<file path="src/logic/uhie_pkg.sv">
/*
   Shared definitions of the interrupt enable and mask block of the USB host controller:
   register offsets, bit positions, reset values and the event and request carriers.
   Assumes a 32-bit AHB-Lite register bus with word-aligned registers.
*/
`default_nettype none
package uhie_pkg;

   // ------------------------------------------------------------------
   // Register map.
   // ------------------------------------------------------------------
   localparam logic [7:0] UHIE_OFS_STATUS = 8'h0c;
   localparam logic [7:0] UHIE_OFS_ENABLE_SET = 8'h10;
   localparam logic [7:0] UHIE_OFS_ENABLE_CLEAR = 8'h14;
   localparam int UHIE_ADDR_W = 8;

   // ------------------------------------------------------------------
   // Bit positions of the enable register; all but the gate are shared with the status register.
   // ------------------------------------------------------------------
   localparam int UHIE_POS_GATE = 31;
   localparam int UHIE_POS_OWN = 30;
   localparam int UHIE_POS_HUB = 6;
   localparam int UHIE_POS_FNO = 5;
   localparam int UHIE_POS_FATAL = 4;
   localparam int UHIE_POS_RESUME = 3;
   localparam int UHIE_POS_SOF = 2;
   localparam int UHIE_POS_DONE = 1;
   localparam int UHIE_POS_OVR = 0;

   // Positions that carry an event source.
   localparam logic [31:0] UHIE_EVT_MASK = 32'h4000_007f;

   // Reset values of the stored registers.
   localparam logic [31:0] UHIE_ENABLE_RST = 32'h0000_0000;
   localparam logic [31:0] UHIE_STATUS_RST = 32'h0000_0000;

   // AHB-Lite encodings.
   localparam logic [1:0] UHIE_HTRANS_NONSEQ = 2'h2;
   localparam logic [1:0] UHIE_HTRANS_SEQ = 2'h3;
   localparam logic UHIE_HRESP_OKAY = 1'h0;

   // One-cycle event pulses from the rest of the controller.
   typedef struct packed {
      logic ownership_change;
      logic root_hub_change;
      logic frame_number_overflow;
      logic fatal_system_error;
      logic resume_detect;
      logic frame_start;
      logic done_queue_writeback;
      logic sched_overrun;
   } uhie_evt_s;

   // Latched address phase of an AHB transfer.
   typedef struct packed {
      logic valid;
      logic write;
      logic [UHIE_ADDR_W-1:0] addr;
   } uhie_aphase_s;

endpackage
`default_nettype wire

</file>
<file path="src/logic/uhie_irq_mask.sv">
/*
   Interrupt enable mask of a USB host controller: an enable register with write-one-to-set
   access, a clear port with write-one-to-clear access that reads back the enable register,
   a sticky status register and the level interrupt output.
   Assumes a single AHB-Lite master, word transfers only, and event pulses synchronous to hclk.
*/
// Functional notes
// - Bit 31 gates every interrupt request.
// - Bit 30 enables ownership change requests.
// - Bit 6 enables root hub change requests.
// - Bit 5 enables frame number overflow.
// - Bit 4 enables fatal system error requests.
// - Bit 3 enables resume detection requests.
// - Bit 2 enables frame start requests.
// - Bit 1 enables done queue writeback requests.
// - Bit 0 enables scheduling overrun requests.
// - Enable writes set ones, never clear.
// - Clear-port writes clear bits written one.
// - Clear-port reads return the enable register.
// - Enable bit maps to same status bit.
// - Interrupt needs status, enable and gate.
// - Frame start sets status; zero write clears.
`timescale 1ns/10ps
`default_nettype none
module uhie_irq_mask
   import uhie_pkg::*;
(
   input wire logic hclk,
   input wire logic hresetn,
   input wire logic hsel,
   input wire logic [31:0] haddr,
   input wire logic [1:0] htrans,
   input wire logic hwrite,
   input wire logic [2:0] hsize,
   input wire logic [31:0] hwdata,
   input wire logic hready,
   output logic [31:0] hrdata,
   output logic hreadyout,
   output logic hresp,
   input wire uhie_evt_s events,
   output logic irq
);

   // ------------------------------------------------------------------
   // Helper functions.
   // ------------------------------------------------------------------

   // Places the event pulses at their register positions.
   function automatic logic [31:0] evt_vec(input uhie_evt_s e);
      logic [31:0] v;
      v = 32'h0000_0000;
      v[UHIE_POS_OWN] = e.ownership_change;
      v[UHIE_POS_HUB] = e.root_hub_change;
      v[UHIE_POS_FNO] = e.frame_number_overflow;
      v[UHIE_POS_FATAL] = e.fatal_system_error;
      v[UHIE_POS_RESUME] = e.resume_detect;
      v[UHIE_POS_SOF] = e.frame_start;
      v[UHIE_POS_DONE] = e.done_queue_writeback;
      v[UHIE_POS_OVR] = e.sched_overrun;
      return v;
   endfunction

   // Read decode; unmapped offsets read as zero.
   function automatic logic [31:0] rd_mux(input logic [UHIE_ADDR_W-1:0] a, input logic [31:0] en,
                                          input logic [31:0] st);
      logic [31:0] r;
      r = 32'h0000_0000;
      case (a)
         UHIE_OFS_STATUS: r = st;
         UHIE_OFS_ENABLE_SET: r = en;
         UHIE_OFS_ENABLE_CLEAR: r = en;
         default: r = 32'h0000_0000;
      endcase
      return r;
   endfunction

   // ------------------------------------------------------------------
   // Bus slave.
   // ------------------------------------------------------------------
   uhie_aphase_s ap_q;
   uhie_aphase_s ap_d;
   logic [31:0] hrdata_q;
   logic [31:0] hrdata_d;
   logic [31:0] en_q;
   logic [31:0] en_d;
   logic [31:0] st_q;
   logic [31:0] st_d;
   logic take;
   logic wr_set;
   logic wr_clr;
   logic wr_st;
   logic [31:0] evt_now;

   // The slave never stretches a transfer, so hready is only honoured as the bus's own pacing.
   assign hreadyout = 1'b1;
   assign hresp = UHIE_HRESP_OKAY;
   assign hrdata = hrdata_q;

   // A transfer is taken when the address phase is valid at a ready edge; hsize is not checked
   // because only whole-word transfers reach this block.
   assign take = hsel && hready && (htrans == UHIE_HTRANS_NONSEQ || htrans == UHIE_HTRANS_SEQ);

   // Write strobes for the data phase that follows a taken write.
   // Only the low address byte is decoded, so the registers alias across the rest of the space.
   assign wr_set = ap_q.valid && ap_q.write && (ap_q.addr == UHIE_OFS_ENABLE_SET);
   assign wr_clr = ap_q.valid && ap_q.write && (ap_q.addr == UHIE_OFS_ENABLE_CLEAR);
   assign wr_st = ap_q.valid && ap_q.write && (ap_q.addr == UHIE_OFS_STATUS);

   // Read data is taken from the next register values, so a read right behind a write
   // already sees that write without any wait state.
   // The price is a longer path from hwdata to hrdata_q, which stays short at this width.
   always_comb begin
      ap_d.valid = take;
      ap_d.write = hwrite;
      ap_d.addr = haddr[UHIE_ADDR_W-1:0];
      hrdata_d = hrdata_q;
      if (take && !hwrite) begin
         hrdata_d = rd_mux(haddr[UHIE_ADDR_W-1:0], en_d, st_d);
      end
   end

   // Address phase and read data registers.
   always_ff @(posedge hclk or negedge hresetn) begin
      if (!hresetn) begin
         ap_q <= '0;
         hrdata_q <= 32'h0000_0000;
      end else begin
         ap_q <= ap_d;
         hrdata_q <= hrdata_d;
      end
   end

   // ------------------------------------------------------------------
   // Enable register.
   // ------------------------------------------------------------------

   // Reserved bits are stored as written; software is expected to keep them at zero and
   // they never take part in the interrupt.
   // Set and clear never meet in one cycle, since a data phase carries a single address.
   always_comb begin
      en_d = en_q;
      if (wr_set) begin
         en_d = en_q | hwdata;
      end else if (wr_clr) begin
         en_d = en_q & ~hwdata;
      end
   end

   // Every bit is held at zero after reset so that no request can escape early.
   always_ff @(posedge hclk or negedge hresetn) begin
      if (!hresetn) begin
         en_q <= UHIE_ENABLE_RST;
      end else begin
         en_q <= en_d;
      end
   end

   // ------------------------------------------------------------------
   // Status register.
   // ------------------------------------------------------------------
   assign evt_now = evt_vec(events);

   // Each event bit is sticky; a write clears the bits written as zero, and an event in the
   // same cycle wins over that clear so that it is never lost.
   // Reserved positions are tied to zero, so they read back as zero and never interrupt.
   generate
      for (genvar i = 0; i < 32; i++) begin : g_status
         if (UHIE_EVT_MASK[i]) begin : g_evt
            always_comb begin
               st_d[i] = evt_now[i] | (st_q[i] & ~(wr_st & ~hwdata[i]));
            end
         end else begin : g_none
            always_comb begin
               st_d[i] = 1'b0;
            end
         end
      end
   endgenerate

   // Status storage.
   always_ff @(posedge hclk or negedge hresetn) begin
      if (!hresetn) begin
         st_q <= UHIE_STATUS_RST;
      end else begin
         st_q <= st_d;
      end
   end

   // ------------------------------------------------------------------
   // Interrupt output.
   // ------------------------------------------------------------------
   uhie_evt_s req;

   // Each enable bit qualifies the status bit at the same position.
   assign req.ownership_change = st_q[UHIE_POS_OWN] & en_q[UHIE_POS_OWN];
   assign req.root_hub_change = st_q[UHIE_POS_HUB] & en_q[UHIE_POS_HUB];
   assign req.frame_number_overflow = st_q[UHIE_POS_FNO] & en_q[UHIE_POS_FNO];
   assign req.fatal_system_error = st_q[UHIE_POS_FATAL] & en_q[UHIE_POS_FATAL];
   assign req.resume_detect = st_q[UHIE_POS_RESUME] & en_q[UHIE_POS_RESUME];
   assign req.frame_start = st_q[UHIE_POS_SOF] & en_q[UHIE_POS_SOF];
   assign req.done_queue_writeback = st_q[UHIE_POS_DONE] & en_q[UHIE_POS_DONE];
   assign req.sched_overrun = st_q[UHIE_POS_OVR] & en_q[UHIE_POS_OVR];

   // A level from flip-flops only, so it drops in the same cycle as the cause clears.
   // The gate is applied last, so closing it drops the output without touching status.
   assign irq = en_q[UHIE_POS_GATE] & (|req);
endmodule // uhie_irq_mask
`default_nettype wire

</file>
<file path="config.mk">
export PLATFORM = sky130hd
export DESIGN_NAME = uhie_irq_mask
export DESIGN_NICKNAME = d
export VERILOG_FILES = /design/src/logic/uhie_pkg.sv /design/src/logic/uhie_irq_mask.sv
export SDC_FILE = /design/constraint.sdc
export NUM_CORES = 1
export LEC_CHECK = 0
export BUFFER_PORTS_ARGS = -buffer_cell sky130_fd_sc_hd__buf_4
export CAP_MARGIN = 20
export CORE_UTILIZATION = 54
export DETAILED_ROUTE_END_ITERATION = 12
export PLACE_DENSITY = 0.9
export SYNTH_ARGS = -nofsm -noshare
export SYNTH_HDL_FRONTEND = slang
export SYNTH_SLANG_ARGS = --single-unit
export TNS_END_PERCENT = 20
</file>
<file path="constraint.sdc">
create_clock -name hclk -period 4.9 [get_ports hclk]
set_clock_uncertainty 0.05 [all_clocks]
set_input_delay 0.245 -clock hclk [delete_from_list [all_inputs] [get_ports hclk]]
set_output_delay 0.245 -clock hclk [all_outputs]
set_load 0.005 [all_outputs]
</file>
==> run metrics <==
CP cell instances dlygate4sd3_1 -> buf_4 -> or4_1 -> nor4_2 -> a32oi_1 -> o211ai_1; Critical Path Sink Type flip-flop; largest cells by area after synthesis dfrtp_1 58%, nand4_1 6.9%, mux2i_1 6.8%; vias per inst 5.95; post-route setup TNS 0 ns; GRT overflow 0; GR Util All Layers 0.260; Worst Setup Start Kind primary input; dpl ws 2.56 ns; Multi-input gate area 0.00130 mm^2; H-tree depth 3; placed insts 482; Slew headroom 0.374; Slew @ Worst Pin 0.939 ns; clk slew on worst S/H paths 0.08 ns; Post-CTS Hold Buffers 8; vias in the first global route 2984; Max Fclk 0.369 GHz; initial core utilization 0.560; Ant. Diodes 0; Clock Tree Buf Depth 2; number of flops mapped to enable cells by yosys 0; initial antenna violation count 0; post-synthesis mux area share 0.0676; CTS tree done; pwr/cell area 286 mW/mm^2; Chip Height 83.2 um; cell taking the most area after synthesis dfrtp_1; Slew Viols, Final 0; Min-Delay Path Class in -> reg; Final Core Density 0.717; Area Overhead vs Synth 28.1%; busiest grt layer met2; DR WL/cell 17.1 um; LEAKAGE 2.35 nW; CTS root buf clkbuf_8; Syn Nets 422; Synth Cell Area 0.00356 mm^2; ratio of cells with drive above 1 in the final layout 0.276; GRT met1 Usage 0.331; vias 3023; post-synth cell types 31; maximum VDD drop 176 uV; top-count cell post-synth dfrtp_1; final setup vio count 0; met2 Track Usage GR 0.426; DR pass1 iterations 5; worst setup path class in -> reg; max cap viols 0; IO Pins 117; WL final 8680 um; CP bufs+invs 2; XOR/XNOR share of the synthesized area 0; Gate Count Post-Synth 340; crit-path max FO 7; placed inst area 0.00422 mm^2; Ys Warns 0; most frequent cells after synthesis 82 x dfrtp_1, 39 x nand4_1, 33 x nand2_1; Top FF cell, synth dfrtp_1; Row Count 29; CP max stage cell nor4_2; Avg Cell Area, Syn 10.5 um^2; Fillers 446; CTS Buf Count 9; Worst path top cell family by delay simple AND/OR/NAND/NOR gates; Initial DRC Count 310; Placer Congestion 0.794; Core Area 0.00635 mm^2; CTS resizes 0; #FFs+latches synth 82; share of the synthesized area in the top cell type 0.577; largest net degree at the start of global routing 83; design area 0.00455 mm^2; Post-CTS Setup Repair Bufs 0; DRT antenna net count 0; Crit path largest cell delay 0.79 ns; crit path DAT 2.90 ns; worst path required time 5.09 ns; Final Instance Count excl. Fillers 508; main combinational cell family by area after synthesis simple AND/OR/NAND/NOR gates; ys async rst share 1.00; sequential area share after synthesis 0.577; register area 0.00205 mm^2; post-detailed-route DRC marker count 0; Port Buf Inserts 86; worst skew pair latency 0.34 ns; die span in x 83.2 um; post-synthesis adder-cell area fraction 0; RSZ-0062 raised after global routing no; min Tclk post-route 2.71 ns; Final nets 508; global-route wire length before repair 14200 um; Compound-Gate Fraction of Synth Area 0.102; PnR worst setup slack 2.19 ns; status finished clean; met3 Resource Use GR 0.0557; die area 0.00691 mm^2; detailed-placement wirelength estimate 5480 um; Final Hold Fails 0; final worst path period share 0.552; simple-gate portion of the synthesized area 0.190; CTS Sinks 82
-- cell usage in the layout, fill, tap and decap left out, types with 2 or more instances in the layout --
cell type      synthesis  routed
inv_1                 26      26
or4_1                  2       2
nor4_2                 1       2
clkinv_2               0       2
nand2b_1               8       8
nor2_1                 9       9
nor4_1                 3       2
clkbuf_8               0       9
nand2_1               33      33
dlygate4sd3_1          0       9
bufinv_16              0       2
and3b_1                2       2
a32oi_1                7       7
a22oi_1                5       5
conb_1                 2       2
o211ai_1               7       7
a41oi_1                2       2
mux2i_1               24      24
o21ai_0               19      19
dfrtp_1               82      82
nand3_1               10      10
clkinvlp_4             0       2
or2_2                  7       7
nand4_1               39      39
buf_4                  2      90
o21ai_1               20      20
-- final timing paths --
kind | from | end | slack, ns | cells after the start
setup reg to reg | ap_q[5] | hrdata[28] | 2.63 | 5
max in group asynchronous | hresetn | ap_q[0] | 4.05 | 3
min in group asynchronous | hresetn | hrdata[29] | 0.19 | 2
hold / removal | haddr[1] | ap_q[1] | 0.04 | 1
setup / recovery | haddr[0] | hrdata[4] | 2.19 | 6
hold reg to reg | en_q[7] | en_q[7] | 0.44 | 2
-- cell type report --
class	instances	share of cell area
Sequential cell	82	0.451
Multi-Input combinational cell	207	0.285
Timing Repair Buffer	100	0.174
Clock buffer	9	0.0272
Inverter	26	0.0214
Tap cell	77	0.0212
Clock inverter	7	0.0206
-- cell families (layout without fill, tap and decap cells) --
| family | after synthesis | count (layout) |
|---|---|---|
| compound gates | 60 | 60 |
| mux | 24 | 24 |
| other cells | 2 | 2 |
| simple gates | 121 | 121 |
| flops | 82 | 82 |
| buf+inv | 51 | 142 |
-- per-layer routing --
metal	vias to the layer above	part of all wire
met5	-	0
met4	0	0.022
met3	20	0.070
met2	141	0.52
met1	1492	0.39
li1	1370	-
-- power by group --
group	switching [mW]	internal [mW]
clock	0.243	0.286
sequential	0.00395	0.682
combinational	0.0464	0.0413
-- sequential cells by signal (all words and copies together) (netlist names) --
register  flops
ap_q         10
en_q         32
hrdata       32
st_q          8
-- stage by stage --
step,total power [mW],hold slack [ns]
2_1_floorplan,0.722,-0.101
3_5_place_dp,0.779,0.313
3_3_place_gp,0.777,0.311
5_1_grt,1.35,0.00801
6_report,1.30,0.0379
4_1_cts,1.30,0.0197
(Power assumes the default switching activity.)
